### config.mk
export PLATFORM = sky130hd
export DESIGN_NAME = bdc_ctrl
export DESIGN_NICKNAME = d
export VERILOG_FILES = /design/src/pkg/bdc_pkg.sv /design/src/verilog/bdc_ctrl.sv /design/src/verilog/bdc_sample_timer.sv
export VERILOG_INCLUDE_DIRS = /design/src /design/src/pkg
export SDC_FILE = /design/constraint.sdc
export NUM_CORES = 1
export LEC_CHECK = 0
export BUFFER_PORTS_ARGS = -buffer_cell sky130_fd_sc_hd__buf_2
export CORE_ASPECT_RATIO = 1.1
export CORE_UTILIZATION = 40
export DETAILED_ROUTE_END_ITERATION = 7
export PLACE_DENSITY = 0.66
export SYNTH_ARGS = -nofsm -noshare
export SYNTH_HDL_FRONTEND = slang
export SYNTH_SLANG_ARGS = --single-unit
### constraint.sdc
create_clock -name clk -period 2.7 [get_ports clk]
set_input_delay 0.135 -clock clk [delete_from_list [all_inputs] [get_ports clk]]
set_output_delay 0.135 -clock clk [all_outputs]
set_load 0.02 [all_outputs]
### src/pkg/bdc_params.svh
`ifndef BDC_PARAMS_SVH
`define BDC_PARAMS_SVH

// register offsets
`define BDC_OFS_MODE_CONTROL 8'h00
`define BDC_OFS_THRESHOLD_LEVEL 8'h01
`define BDC_OFS_MONITOR_LEVEL_CONTROL 8'h08
`define BDC_OFS_INTERRUPT_CONTROL 8'h09
`define BDC_OFS_INTERRUPT_FLAGS 8'h0a
`define BDC_OFS_MONITOR_STATUS 8'h0b

// field positions
`define BDC_POS_SLEEP_MODE 0
`define BDC_POS_ACTIVE_MODE 2
`define BDC_POS_SAMPLE_RATE 4
`define BDC_POS_THRESHOLD 0
`define BDC_POS_MON_OFFSET 0
`define BDC_POS_MON_IE 0
`define BDC_POS_MON_TRIG 1
`define BDC_POS_MON_FLAG 0
`define BDC_POS_MON_BELOW 0

// reset values and codes
`define BDC_RST_BYTE 8'h00
`define BDC_RATE_1K 1'h0
`define BDC_RATE_125 1'h1
`define BDC_TRIG_FALL 2'h0
`define BDC_TRIG_RISE 2'h1
`define BDC_TRIG_BOTH 2'h2

// timing
`define BDC_CLK_PERIOD_PS 5000
`define BDC_SAMPLE_1K_US 1000
`define BDC_CYC_1K (`BDC_SAMPLE_1K_US * 1000000 / `BDC_CLK_PERIOD_PS)
`define BDC_DIV_125 8
`define BDC_PROT_WINDOW 4

`endif

### src/pkg/bdc_pkg.sv
package bdc_pkg;

   typedef enum logic [1:0] {
      BDC_MODE_OFF,
      BDC_MODE_CONT,
      BDC_MODE_SAMPLED,
      BDC_MODE_CONT_STALL
   } bdc_mode_t;

   typedef struct packed {
      logic [1:0] active_mode;
      logic [1:0] sleep_mode;
      logic sample_rate;
      logic [2:0] threshold;
   } bdc_fuse_t;

   typedef struct packed {
      logic det_on;
      logic det_continuous;
      logic sample_strobe;
      logic [2:0] reset_threshold_select;
      logic [1:0] monitor_offset_select;
   } bdc_analog_t;

   typedef struct packed {
      logic loaded;
      bdc_mode_t active_mode;
      logic [1:0] sleep_mode;
      logic sample_rate_select;
      logic [2:0] reset_threshold_select;
      logic [1:0] monitor_offset_select;
      logic [1:0] monitor_trigger_select;
      logic monitor_irq_enable;
      logic monitor_irq_flag;
      logic monitor_below_status;
      logic prev_sampled;
      logic [2:0] key_cnt;
      logic [7:0] rdata;
      bdc_analog_t ana;
   } bdc_state_t;

endpackage

### src/verilog/bdc_ctrl.sv
// The strobed register port is this design's own decision.
`timescale 1ns/1ps
`include "bdc_params.svh"

module bdc_ctrl
   import bdc_pkg::*;
#(
   parameter int PERIOD_1K = `BDC_CYC_1K,
   parameter int PROT_WINDOW = `BDC_PROT_WINDOW
) (
   input wire logic clk,
   input wire logic rst_b,
   input wire logic [7:0] reg_addr,
   input wire logic [7:0] reg_wdata,
   input wire logic reg_wr,
   input wire logic reg_rd,
   output logic [7:0] reg_rdata,
   input wire bdc_fuse_t detector_config_fuse,
   input wire logic prot_key_written,
   input wire logic deep_sleep,
   input wire logic det_ready,
   input wire logic mon_below_in,
   output bdc_analog_t analog_ctrl,
   output logic wake_hold,
   output logic monitor_irq
);
   // refused at elaboration: the key counter is three bits wide
   if (PROT_WINDOW < 1 || PROT_WINDOW > 7) begin : g_bad_window
      $error("bdc_ctrl: protection window must be 1 to 7");
   end

   bdc_state_t s_reg;
   bdc_state_t s_next;
   logic tick;
   logic restart;
   bdc_mode_t eff_mode;
   logic det_on;
   logic sampled;

   function automatic bdc_mode_t sleep_to_mode(input logic [1:0] code);
      // reserved code behaves as disabled
      if (code == 2'h3) begin
         return BDC_MODE_OFF;
      end
      return bdc_mode_t'(code);
   endfunction

   function automatic logic crossing_hit(input logic [1:0] trig, input logic was,
                                         input logic now);
      logic fall;
      logic rise;
      fall = !was && now;
      rise = was && !now;
      case (trig)
         `BDC_TRIG_FALL: crossing_hit = fall;
         `BDC_TRIG_RISE: crossing_hit = rise;
         `BDC_TRIG_BOTH: crossing_hit = fall || rise;
         default: crossing_hit = 1'b0;
      endcase
   endfunction

   ////////////////////////////////////////////////////////////////////////////
   bdc_sample_timer #(
      .PERIOD_1K(PERIOD_1K),
      .DIV_125(`BDC_DIV_125)
   ) u_timer (
      .clk(clk),
      .rst_b(rst_b),
      .restart(restart),
      .rate_125(s_reg.sample_rate_select),
      .tick(tick)
   );

   ////////////////////////////////////////////////////////////////////////////
   always_comb begin
      eff_mode = deep_sleep ? sleep_to_mode(s_reg.sleep_mode) : s_reg.active_mode;
      if (!s_reg.loaded) begin
         eff_mode = BDC_MODE_OFF;
      end
      det_on = (eff_mode != BDC_MODE_OFF);
      sampled = (eff_mode == BDC_MODE_SAMPLED);
      restart = sampled && !s_reg.prev_sampled;
   end

   always_comb begin
      logic upd;
      logic hit;
      upd = 1'b0;
      hit = 1'b0;
      s_next = s_reg;
      s_next.rdata = `BDC_RST_BYTE;
      s_next.prev_sampled = sampled;
      if (!s_reg.loaded) begin
         // fuses are caught in the first clocked cycle after release
         s_next.loaded = 1'b1;
         s_next.active_mode = bdc_mode_t'(detector_config_fuse.active_mode);
         s_next.sleep_mode = detector_config_fuse.sleep_mode;
         s_next.sample_rate_select = detector_config_fuse.sample_rate;
         s_next.reset_threshold_select = detector_config_fuse.threshold;
      end
      if (prot_key_written) begin
         s_next.key_cnt = 3'(PROT_WINDOW);
      end else if (s_reg.key_cnt != 3'h0) begin
         s_next.key_cnt = s_reg.key_cnt - 3'h1;
      end
      if (reg_wr && s_reg.loaded) begin
         case (reg_addr)
            `BDC_OFS_MODE_CONTROL: begin
               // active mode bits never taken from the bus
               if (s_reg.key_cnt != 3'h0) begin
                  s_next.sleep_mode = reg_wdata[`BDC_POS_SLEEP_MODE +: 2];
                  s_next.sample_rate_select = reg_wdata[`BDC_POS_SAMPLE_RATE];
                  s_next.key_cnt = 3'h0;
               end
            end
            `BDC_OFS_MONITOR_LEVEL_CONTROL: begin
               s_next.monitor_offset_select = reg_wdata[`BDC_POS_MON_OFFSET +: 2];
            end
            `BDC_OFS_INTERRUPT_CONTROL: begin
               s_next.monitor_irq_enable = reg_wdata[`BDC_POS_MON_IE];
               s_next.monitor_trigger_select = reg_wdata[`BDC_POS_MON_TRIG +: 2];
            end
            `BDC_OFS_INTERRUPT_FLAGS: begin
               if (reg_wdata[`BDC_POS_MON_FLAG]) begin
                  s_next.monitor_irq_flag = 1'b0;
               end
            end
            default: begin
            end
         endcase
      end
      // monitor only looks when the detector does, at its sample rate
      upd = det_on && (!sampled || tick);
      if (upd) begin
         hit = crossing_hit(s_reg.monitor_trigger_select, s_reg.monitor_below_status,
                            mon_below_in);
         s_next.monitor_below_status = mon_below_in;
      end
      if (hit) begin
         s_next.monitor_irq_flag = 1'b1;
      end
      if (!det_on) begin
         s_next.monitor_irq_flag = 1'b0;
         s_next.monitor_below_status = 1'b0;
      end
      if (reg_rd) begin
         case (reg_addr)
            `BDC_OFS_MODE_CONTROL: begin
               s_next.rdata[`BDC_POS_SLEEP_MODE +: 2] = s_reg.sleep_mode;
               s_next.rdata[`BDC_POS_ACTIVE_MODE +: 2] = s_reg.active_mode;
               s_next.rdata[`BDC_POS_SAMPLE_RATE] = s_reg.sample_rate_select;
            end
            `BDC_OFS_THRESHOLD_LEVEL: begin
               s_next.rdata[`BDC_POS_THRESHOLD +: 3] = s_reg.reset_threshold_select;
            end
            `BDC_OFS_MONITOR_LEVEL_CONTROL: begin
               s_next.rdata[`BDC_POS_MON_OFFSET +: 2] = s_reg.monitor_offset_select;
            end
            `BDC_OFS_INTERRUPT_CONTROL: begin
               s_next.rdata[`BDC_POS_MON_IE] = s_reg.monitor_irq_enable;
               s_next.rdata[`BDC_POS_MON_TRIG +: 2] = s_reg.monitor_trigger_select;
            end
            `BDC_OFS_INTERRUPT_FLAGS: begin
               s_next.rdata[`BDC_POS_MON_FLAG] = s_reg.monitor_irq_flag;
            end
            `BDC_OFS_MONITOR_STATUS: begin
               s_next.rdata[`BDC_POS_MON_BELOW] = s_reg.monitor_below_status;
            end
            default: begin
            end
         endcase
      end
      s_next.ana.det_on = det_on;
      s_next.ana.det_continuous = det_on && !sampled;
      s_next.ana.sample_strobe = sampled && tick;
      s_next.ana.reset_threshold_select = s_next.reset_threshold_select;
      s_next.ana.monitor_offset_select = s_next.monitor_offset_select;
   end

   always_ff @(posedge clk or negedge rst_b) begin
      if (!rst_b) begin
         s_reg <= '0;
      end else begin
         s_reg <= s_next;
      end
   end

   ////////////////////////////////////////////////////////////////////////////
   assign reg_rdata = s_reg.rdata;
   assign analog_ctrl = s_reg.ana;
   // stall only while awake; a sleeping core has nothing to hold
   assign wake_hold = s_reg.loaded && !deep_sleep &&
                      (s_reg.active_mode == BDC_MODE_CONT_STALL) && !det_ready;
   assign monitor_irq = s_reg.monitor_irq_enable && s_reg.monitor_irq_flag;
endmodule

### src/verilog/bdc_sample_timer.sv
`timescale 1ns/1ps
`include "bdc_params.svh"

module bdc_sample_timer
   import bdc_pkg::*;
#(
   parameter int PERIOD_1K = `BDC_CYC_1K,
   parameter int DIV_125 = `BDC_DIV_125
) (
   input wire logic clk,
   input wire logic rst_b,
   input wire logic restart,
   input wire logic rate_125,
   output logic tick
);
   localparam int CW = $clog2(PERIOD_1K + 1);
   localparam int DW = $clog2(DIV_125 + 1);

   // refused at elaboration: the half-period restart needs room to count
   if (PERIOD_1K < 4 || DIV_125 < 2) begin : g_bad_timing
      $error("bdc_sample_timer: period or divider too small");
   end

   typedef struct packed {
      logic [CW-1:0] pre;
      logic [DW-1:0] div;
      logic tick;
   } bdc_tmr_t;

   bdc_tmr_t s_reg;
   bdc_tmr_t s_next;

   ////////////////////////////////////////////////////////////////////////////
   always_comb begin
      s_next = s_reg;
      s_next.tick = 1'b0;
      if (restart) begin
         // half period: first sample after a resync lands early, never late
         s_next.pre = CW'(PERIOD_1K / 2);
         s_next.div = '0;
      end else if (s_reg.pre == '0) begin
         s_next.pre = CW'(PERIOD_1K - 1);
         if (rate_125) begin
            if (s_reg.div == DW'(DIV_125 - 1)) begin
               s_next.div = '0;
               s_next.tick = 1'b1;
            end else begin
               s_next.div = s_reg.div + DW'(1);
            end
         end else begin
            s_next.tick = 1'b1;
         end
      end else begin
         s_next.pre = s_reg.pre - CW'(1);
      end
   end

   always_ff @(posedge clk or negedge rst_b) begin
      if (!rst_b) begin
         s_reg <= '0;
      end else begin
         s_reg <= s_next;
      end
   end

   assign tick = s_reg.tick;

endmodule
==> reports/results.txt, run 1 <==
root buf cell - clkbuf_8
data required time of the worst path - 2920 ps
total grt overflow - 0
worst path arrival time - 2450 ps
global placement routability congestion - 0.764
Max transition margin - 61.9%
CP Cell Sequence - or3_1, or3_4, or3_1, a211oi_2
Synth Instances - 261
max-slew violations - 0
Setup TNS - 0 ps
boundary pin count - 50
largest net degree at the start of global routing - 27
maximum vdd ir drop - 331 µV
CP endpoint kind - flop
dpl ws - 478 ps
Layout Nets - 333
cts repair resizes - 0
fin cells - 378
synth warn - 0
first-pass GRT wire length - 8.91 mm
DR WL/cell - 14.3 µm
unrepaired setup endpoints after global routing - false
Cell Rows - 31
Seq/Total Area, Yosys - 46.8%
final HPWL from detailed placement - 3.98 mm
Die H - 88.6 µm
Clock transition at path regs - 90 ps
Worst Path Max Fanout - 15
DIE WIDTH - 80.7 µm
clk sinks - 51
Post-CTS Setup Bufs - 0
MaxCap Viol Count - 0
Worst Clk Skew - 11.2 ps
most common cell after layout, fill and taps aside - dfrtp_1
Total Wirelength - 5.40 mm
Critical R2R Launch - u_timer.s_reg[9]
starting density of the core - 41.4%
PwrDens - 609 mW/mm²
DR vias - 2046
critical hold path startpoint - prot_key_written
vias in the first global route - 1966
final worst path period share - 82.7%
DRC Markers - 0
CP Class - flop to flop
EDFF count, synth - 0
Final ANT Viol Nets - 0
CP max stage delay - 520 ps
All-Layer GR Usage - 16.3%
Tightest Pin Transition - 572 ps
Area growth syn-to-layout - 11.3%
CP Launch Point - u_timer.s_reg[9]
DR pass1 iterations - 4
fraction of layout cells with a size suffix above 1 - 26.0%
I/O Buffers - 42
register area - 0.00128 mm²
synthesized area per cell - 10.5 µm²
Tmin final - 2230 ps
status - finished, final reports clean
Hold WS - 18.1 ps
Fillers - 635
vias per inst - 5.41
Leak - 1.37 nW
Max Freq - 0.448 GHz
initial antenna violation count - 0
die area - 0.00715 mm²
Post-Syn Area - 0.00273 mm²
Synth cell types - 50
Crit path top cell by count - or3_1
fin worst setup slack - 468 ps
CTS tree - yes
total CTS buffers - 5
commonest non-fill, non-tap cells in the layout - 51 x dfrtp_1, 42 x buf_2, 17 x mux2_2, 14 x a21oi_1, 13 x nor3_1
CP top delay family - simple AND/OR/NAND/NOR gates
post-synthesis register bit count - 51
Critical path buffers and inverters - 0
clock tree buffer depth - 2
CP startpoint kind - flop
FFs w/ async S/R, synth - 100%
endpoints failing hold - 0
Slowest cell on crit path - or3_4
Post-Place Cells - 369
Starting DRT DRC Count - 87
combined area of the multi-input logic cells - 0.00126 mm²
htree depth - 2
main flop type after synthesis - dfrtp_1
core area - 0.00659 mm²
Largest register FFs - 22
Clock Latency Late Sink - 300 ps
Setup violations, final - 0
ANT cells - 0
worst min-delay path class - input pin to flop
## synth_stat cells, types with 2 or more instances
master | number | area [µm²]
nor2_1 | 11 | 41.3
a21o_1 | 2 | 15.0
inv_1 | 12 | 45.0
nor4_1 | 7 | 43.8
buf_4 | 16 | 120
and3_1 | 4 | 25.0
or4b_1 | 2 | 20.0
conb_1 | 2 | 7.51
dfrtp_1 | 51 | 1280
o41ai_1 | 3 | 26.3
nor3_1 | 13 | 65.1
o21ai_0 | 4 | 20.0
nand2_1 | 9 | 33.8
a21oi_1 | 14 | 70.1
or4_1 | 3 | 22.5
o31ai_1 | 9 | 67.6
xnor2_1 | 7 | 61.3
mux2i_1 | 3 | 30.0
or3_1 | 5 | 31.3
ha_1 | 6 | 75.1
nand3_1 | 6 | 30.0
a21boi_0 | 2 | 15.0
nand2b_1 | 4 | 25.0
and2_1 | 5 | 31.3
nand4_1 | 6 | 37.5
nand3b_1 | 5 | 37.5
mux2_2 | 17 | 191
xor2_1 | 5 | 43.8
clkbuf_1 | 7 | 26.3
## worst paths after layout
| kind | to | slack [ps] | depth (start not counted) |
|---|---|---|---|
| max | u_timer.tick | 470 | 4 |
| min | s_reg[16] | 20 | 2 |
| max reg2reg | u_timer.tick | 470 | 4 |
| min reg2reg | s_reg[20] | 520 | 1 |
| max in group asynchronous | u_timer.s_reg[16] | 1590 | 3 |
| min in group asynchronous | analog_ctrl[0] | 340 | 2 |
## through the flow
step	total power [mW]	utilization [%]	cell area [µm²]
after floorplan	1.30	-	2740
after global placement	1.41	44.6	2940
after detailed placement	1.44	44.6	2940
after CTS	1.87	46.1	3040
after global routing	1.99	46.1	3040
final	1.85	46.1	3040
## power by group
group / internal [mW] / switching, mW / leakage (nW)
registers: 0.869 / 0.101 / 0.643
clock network: 0.182 / 0.250 / 0.0412
logic: 0.208 / 0.240 / 0.682
## kinds of logic (layout without fill, tap and decap cells)
family	count (synthesis)	after routing	synth area share (%)
adder cells (fa/ha/maj)	6	6	2.75
flip-flops	51	51	46.8
buffers and inverters	36	69	7.20
XOR/XNOR	12	12	3.85
multiplexers	21	21	8.94
AND/OR/NAND/NOR	88	88	18.9
AO/OA/AOI/OAI	45	45	11.2
other	2	4	0.275
## layout make-up
class	count	area share [%]
repair buffers	49	8.74
flip-flops and latches	51	42.0
clock buffers	6	2.39
well taps	82	3.38
multi-input cells	176	41.6
inverters	12	1.48
clock inverters	2	0.412
## worst register-to-register path: stages, from the launching register on
cell and delay, ps:
dfrtp_1 400, or3_1 490, or3_4 520, or3_1 520
a211oi_2 230
## routing by layer
metal	global-route usage, %	wire length (µm)	vias to the layer above	part of all wire [%]
met5	0	0	-	0
met4	5.52	62	0	1.1
met3	3.61	290	9	5.4
met2	29.0	2580	53	48
met1	19.4	2460	986	46
li1	-	-	998	-
## repair_timing
item,4_1_cts,5_1_grt
setup endpoints to repair,0,0
hold buffers,1,0
endpoints found under the hold margin,25,0
Note: power is estimated with default switching activity, not from simulation.
==> run 2, diff against run 1 <==
--- a/config.mk
+++ b/config.mk
@@ -6,11 +6,12 @@
 export SDC_FILE = /design/constraint.sdc
 export NUM_CORES = 1
 export LEC_CHECK = 0
+export ABC_AREA = 1
 export BUFFER_PORTS_ARGS = -buffer_cell sky130_fd_sc_hd__buf_2
 export CORE_ASPECT_RATIO = 1.1
 export CORE_UTILIZATION = 40
 export DETAILED_ROUTE_END_ITERATION = 7
-export PLACE_DENSITY = 0.66
+export PLACE_DENSITY = 0.65
 export SYNTH_ARGS = -nofsm -noshare
 export SYNTH_HDL_FRONTEND = slang
 export SYNTH_SLANG_ARGS = --single-unit
==> constraint.sdc (replaced) <==
create_clock -name clk -period 2.15 [get_ports clk]
set_input_delay 0.1075 -clock clk [delete_from_list [all_inputs] [get_ports clk]]
set_output_delay 0.1075 -clock clk [all_outputs]
set_load 0.02 [all_outputs]
==> run 2 against run 1 <==
Net effect: clock power grew 38%; hold slack better by 32 ps; final area rose by 6.6%; count of clock-buffer cells in the layout unchanged; routed wire length increased by 5.1%; synthesized cell count rose by 46%; largest power group unchanged.
==> reports/results.txt, run 2 <==
DR vias - 2393 (+17%)
final instance area - 0.00324 mm² (+6.6%)
starting density of the core - 42.4% (+1.0 points)
ANT cells - 0 (unchanged)
htree depth - 2 (unchanged)
Synth area leaders - dfrtp_1 45%, nand2_1 14%, nor2_1 6.8%
Starting DRT DRC Count - 72 (-17%)
Max Freq - 0.615 GHz (+37%)
vias in the first global route - 2279 (+16%)
Layout Nets - 460 (+38%)
post-synthesis register bit count - 51 (unchanged)
setup slack, reg-to-reg - 520 ps (+60 ps)
most common cell in the netlist - nand2_1
Area growth syn-to-layout - 13.2%
DRC Markers - 0 (unchanged)
I/O Buffers - 42 (unchanged)
status - finished, final reports clean
die area - 0.00749 mm² (+4.7%)
clock tree buffer depth - 2 (unchanged)
FFs w/ async S/R, synth - 100% (unchanged)
Clock transition at path regs - 100 ps (about the same)
XOR/XNOR share of the synthesized area - 2.45% (-1.4 points)
Clock Latency Late Sink - 310 ps (about the same)
Tmin final - 1630 ps (-606 ps)
Post-Syn Area - 0.00286 mm² (+4.9%)
final HPWL from detailed placement - 4.31 mm (+8.2%)
Setup TNS - 0 ps (unchanged)
Final ANT Viol Nets - 0 (unchanged)
maximum vdd ir drop - 413 µV (+25%)
clk sinks - 51 (unchanged)
final worst path period share - 75.6% (-7.1 points)
CP startpoint kind - flop
most common cell after layout, fill and taps aside - nand2_1
Synth Instances - 380 (+46%)
Die H - 90.7 µm (+2.4%)
commonest non-fill, non-tap cells in the layout - 105 x nand2_1, 52 x nor2_1, 51 x dfrtp_1, 46 x inv_1, 42 x buf_2
max-slew violations - 0 (unchanged)
worst min-delay path class - input pin to flop
largest net degree at the start of global routing - 21 (-22%)
Synth top area share - 44.6% (-2.2 points)
Hold WS - 50.3 ps (+32.2 ps)
combinational family with the most area after synthesis - simple AND/OR/NAND/NOR gates
CTS Hold Buffers Added - 8 (+7)
Worst Path Max Fanout - 15 (unchanged)
CP endpoint kind - flop
fraction of layout cells with a size suffix above 1 - 16.5% (-9.5 points)
data required time of the worst path - 2360 ps (-560 ps)
Post-CTS Setup Bufs - 0 (unchanged)
endpoints failing hold - 0 (unchanged)
MaxCap Viol Count - 0 (unchanged)
complex-gate fraction of the synthesized area - 4.94% (-6.3 points)
global placement routability congestion - 0.869 (+14%)
first-pass GRT wire length - 9.80 mm (+10%)
Synth Area in Simple Gates - 33.9% (+15 points)
vias per inst - 4.74 (-12%)
Leak - 1.77 nW (+30%)
Worst Clk Skew - 15.6 ps (+4.39 ps)
EDFF count, synth - 0 (unchanged)
synth warn - 0 (unchanged)
cts repair resizes - 0 (unchanged)
total CTS buffers - 5 (unchanged)
total grt overflow - 0 (unchanged)
root buf cell - clkbuf_8
placed cell area - 0.00306 mm² (+4.1%)
CTS tree - yes
DR pass1 iterations - 4 (unchanged)
unrepaired setup endpoints after global routing - false
PwrDens - 733 mW/mm² (+20%)
post-synthesis mux area share - 0% (-8.9 points)
initial antenna violation count - 0 (unchanged)
CP Class - flop to flop
core area - 0.00675 mm² (+2.4%)
worst path arrival time - 1840 ps (-610 ps)
Cell Rows - 31 (unchanged)
Setup violations, final - 0 (unchanged)
main flop type after synthesis - dfrtp_1
DR WL/cell - 11.2 µm (-21%)
top post-synthesis cells by count - 105 x nand2_1, 52 x nor2_1, 51 x dfrtp_1
Synth area leader - dfrtp_1
adder-cell share of the synthesized area - 2.62% (-0.13 points)
DIE WIDTH - 82.6 µm (+2.3%)
Seq/Total Area, Yosys - 44.6% (-2.2 points)
Total Wirelength - 5.67 mm (+5.1%)
All-Layer GR Usage - 16.9% (+0.59 points)
synthesized area per cell - 7.53 µm² (-28%)
Largest register FFs - 22 (unchanged)
Synth cell types - 32 (-36%)
boundary pin count - 50 (unchanged)
run 2: cell types whose count changed in the layout (fill, tap and decap cells not counted), moves of 6 or more:
cell,before,now
o31ai_1,9,1
nand2_1,9,105
nor2_1,11,52
dlygate4sd3_1,1,8
a21oi_1,14,8
nand3_1,6,28
nor3_1,13,5
o21ai_0,4,16
inv_1,12,46
mux2_2,17,0
nor4_1,7,1
run 2: per-layer routing:
layer  GRT usage [%]  part of all wire [%]
met4            4.31                   1.1
met5               0                     0
met3            3.54                   4.0
met1            21.5                    47
met2            28.7                    48
run 2: per-stage QoR:
stage                     std cells  util (%)  power [mW]  setup WS (ps)
after floorplan                 382         -        1.65            736
after global placement          489      45.4        1.77            537
after detailed placement        489      45.4        1.79            520
after CTS                       505      48.0        2.40            497
after global routing            505      48.0        2.54            308
final                           505      48.0        2.37            525
run 2: path summary, 6_finish.rpt:
| path | startpoint | endpoint | cells past startpoint |
|---|---|---|---|
| max | s_reg[35] | u_timer.s_reg[3] | 7 |
| min | mon_below_in | s_reg[20] | 3 |
| max reg2reg | s_reg[35] | u_timer.s_reg[3] | 7 |
| min reg2reg | u_timer.s_reg[5] | u_timer.s_reg[5] | 1 |
| max in group asynchronous | rst_b | u_timer.s_reg[20] | 3 |
| min in group asynchronous | rst_b | s_reg[34] | 2 |
run 2: worst max-delay path, stage by stage, from the launching register on:
cell     delay [ps]
dfrtp_1         540
nand2_1          90
nor2_1          130
nand3_2         320
nand2_4         250
nand2_4          80
nand2_1          70
nand2_1          50
run 2: report_power, final:
group          switching [mW]  total (mW)  internal [mW]
sequential              0.109        1.19           1.09
combinational           0.352       0.580          0.229
clock                   0.334       0.598          0.264
total                   0.795        2.37           1.58
run 2: layout make-up:
type	count	area (µm²)
clock buffer	6	82.6
clock inverter	2	13.8
fill	669	3510
tap	82	103
sequential	51	1280
timing repair buffer	52	305
inverter	50	188
multi-input combinational	262	1270
run 2: cell families after synthesis:
kind of cell    count (synthesis)
compound gates                 27
xor+xnor                        8
fa+ha+maj                       6
buf+inv                        69
flops                          51
other cells                     2
simple gates                  217
==> run 3, diff against run 2 <==
==> constraint.sdc (replaced) <==
create_clock -name clk -period 1.71 [get_ports clk]
set_input_delay 0.0855 -clock clk [delete_from_list [all_inputs] [get_ports clk]]
set_output_delay 0.0855 -clock clk [all_outputs]
set_load 0.02 [all_outputs]
==> run 3 against run 2 <==
Net effect: via count grew 2.2%; register-to-register slack worse by 360 ps; sequential power is 26% higher; sequential share of layout area shrank 1.1 points; final area grew 2.8%; die area stayed put; hold slack worse by 31 ps; clock power rose by 28%; total power rose by 28%; setup slack got worse by 360 ps; routed wire length rose by 2.3%; largest power group unchanged.
==> reports/results.txt, run 3 (synthesis results as in run 2) <==
final core occ - 49.3% (+1.3 points)
Leak - 1.82 nW (+2.4%)
CP max stage delay - 400 ps (-140 ps)
data required time of the worst path - 1910 ps (-450 ps)
maximum vdd ir drop - 581 µV (+41%)
Clk pwr share - 25.3% (about the same)
ANT cells - 0 (unchanged)
final instance area - 0.00333 mm² (+2.8%)
Critical path buffers and inverters - 1 (+1)
DIE WIDTH - 82.6 µm (unchanged)
total power - 3.03 mW (+28%)
Final ANT Viol Nets - 0 (unchanged)
endpoints failing hold - 0 (unchanged)
unrepaired setup endpoints after global routing - false
CP endpoint kind - flop
combined area of the multi-input logic cells - 0.00127 mm² (+0.20%)
final worst path period share - 90.2% (+15 points)
placed cell area - 0.00310 mm² (+1.4%)
All-Layer GR Usage - 17.7% (+0.81 points)
DR pass1 iterations - 4 (unchanged)
Largest register FFs - 22 (unchanged)
Starting DRT DRC Count - 113 (+57%)
worst min-delay path class - input pin to flop
vias per inst - 4.76 (+0.38%)
DR vias - 2445 (+2.2%)
Net Sw Frac - 32.8% (-0.70 points)
Hold WS - 19.0 ps (-31.3 ps)
Worst Path Max Fanout - 6 (-9)
initial antenna violation count - 0 (unchanged)
Max Freq - 0.649 GHz (+5.4%)
first-pass GRT wire length - 10.2 mm (+4.5%)
Post-Place Cells - 493 (+0.82%)
fraction of layout cells with a size suffix above 1 - 18.5% (+2.0 points)
htree depth - 2 (unchanged)
I/O Buffers - 42 (unchanged)
Logic pwr share - 25.2% (+0.7 points)
clock tree buffer depth - 2 (unchanged)
DR WL/cell - 11.3 µm (+0.48%)
Total Wirelength - 5.80 mm (+2.3%)
fin worst setup slack - 168 ps (-356 ps)
Setup violations, final - 0 (unchanged)
fin cells - 514 (+1.8%)
vias in the first global route - 2334 (+2.4%)
PwrDens - 911 mW/mm² (+24%)
Clock transition at path regs - 90 ps (about the same)
max-slew violations - 0 (unchanged)
Cell Rows - 31 (unchanged)
CP Cell Sequence - inv_1, ha_2, nand2_2, nor2_8, nand3_4, nand2_4, nand2_4, nand2_1, nand2_1
Fillers - 680 (+1.6%)
clk sinks - 51 (unchanged)
final HPWL from detailed placement - 4.43 mm (+2.8%)
die area - 0.00749 mm² (unchanged)
worst path arrival time - 1740 ps (-100 ps)
register area - 0.00128 mm² (unchanged)
DRC Markers - 0 (unchanged)
Worst Clk Skew - 6.15 ps (-9.46 ps)
Max transition margin - 58.7%
CP top delay family - simple AND/OR/NAND/NOR gates
global placement routability congestion - 0.816 (-6.0%)
Slowest cell on crit path - dfrtp_1
MaxCap Viol Count - 0 (unchanged)
Layout Nets - 469 (+2.0%)
starting density of the core - 42.4% (unchanged)
Setup TNS - 0 ps (unchanged)
total grt overflow - 0 (unchanged)
CP Class - flop to flop
Reg power frac - 49.5% (-0.8 points)
P_int - 2.04 mW (+29%)
Switch Pwr - 0.994 mW (+25%)
Tmin final - 1540 ps (-83.6 ps)
commonest non-fill, non-tap cells in the layout - 105 x nand2_1, 52 x nor2_1, 51 x dfrtp_1, 46 x inv_1, 42 x buf_2
Area growth syn-to-layout - 16.4%
status - finished, final reports clean
core area - 0.00675 mm² (unchanged)
CP startpoint kind - flop
Tightest Pin Transition - 619 ps
total CTS buffers - 5 (unchanged)
Die H - 90.7 µm (unchanged)
most common cell after layout, fill and taps aside - nand2_1
CTS tree - yes
dpl ws - 121 ps (-399 ps)
boundary pin count - 50 (unchanged)
Clock Latency Late Sink - 300 ps (about the same)
root buf cell - clkbuf_8
largest net degree at the start of global routing - 27 (+29%)
## run 3: changes by cell type in the layout (fill, tap and decap cells not counted)
cell,delta
buf_12,+1
buf_4,+8
clkbuf_8,+1
clkinv_2,-1
clkinvlp_4,+1
ha_1,-1
ha_2,+1
inv_6,-1
## run 3: worst paths after layout
kind,startpoint,endpoint,slack [ps],depth (start not counted)
setup reg to reg,u_timer.s_reg[5],u_timer.s_reg[3],170,9
min in group asynchronous,rst_b,reg_rdata[0],350,2
max in group asynchronous,rst_b,reg_rdata[3],800,3
hold reg to reg,u_timer.s_reg[5],u_timer.s_reg[5],480,1
setup / recovery,u_timer.s_reg[5],u_timer.s_reg[3],170,9
hold / removal,reg_rd,reg_rdata[2],20,3
## run 3: metal layers
metal | wire, µm | global-route usage [%] | vias to the layer above
li1 | - | - | 1268
met1 | 2690 | 22.6 | 1115
met2 | 2810 | 29.5 | 56
met3 | 227 | 3.23 | 6
met4 | 73 | 6.18 | 0
met5 | 0 | 0 | -
## run 3: power by group through the flow
| stage | registers [mW] | clock network, mW | logic (mW) |
|---|---|---|---|
| detailed placement | 1.52 | 0 | 0.747 |
| finish | 1.50 | 0.768 | 0.762 |
| CTS | 1.50 | 0.795 | 0.765 |
| floorplan | 1.49 | 0 | 0.578 |
| global route | 1.52 | 0.841 | 0.886 |
| global placement | 1.52 | 0 | 0.725 |
## run 3: final cells by class
type / instances / area share (%)
well taps: 82 / 3.08
multi-input cells: 262 / 38.2
clock buffers: 7 / 2.89
flip-flops and latches: 51 / 38.3
inverters: 50 / 5.64
repair buffers: 61 / 11.6
clock inverters: 1 / 0.226
## run 3: repair_timing
item / CTS / global route
endpoints found under the setup margin: 0 / 3
hold buffers: 8 / 0
endpoints found under the hold margin: 32 / 0
setup buffers: 0 / 5
resized for setup: 0 / 1
## run 3: tightest hold or removal path: cells and delay by family
kind / cells / cell delay, ps
and+or+nand+nor: 2 / 100
buffers and inverters: 1 / 110
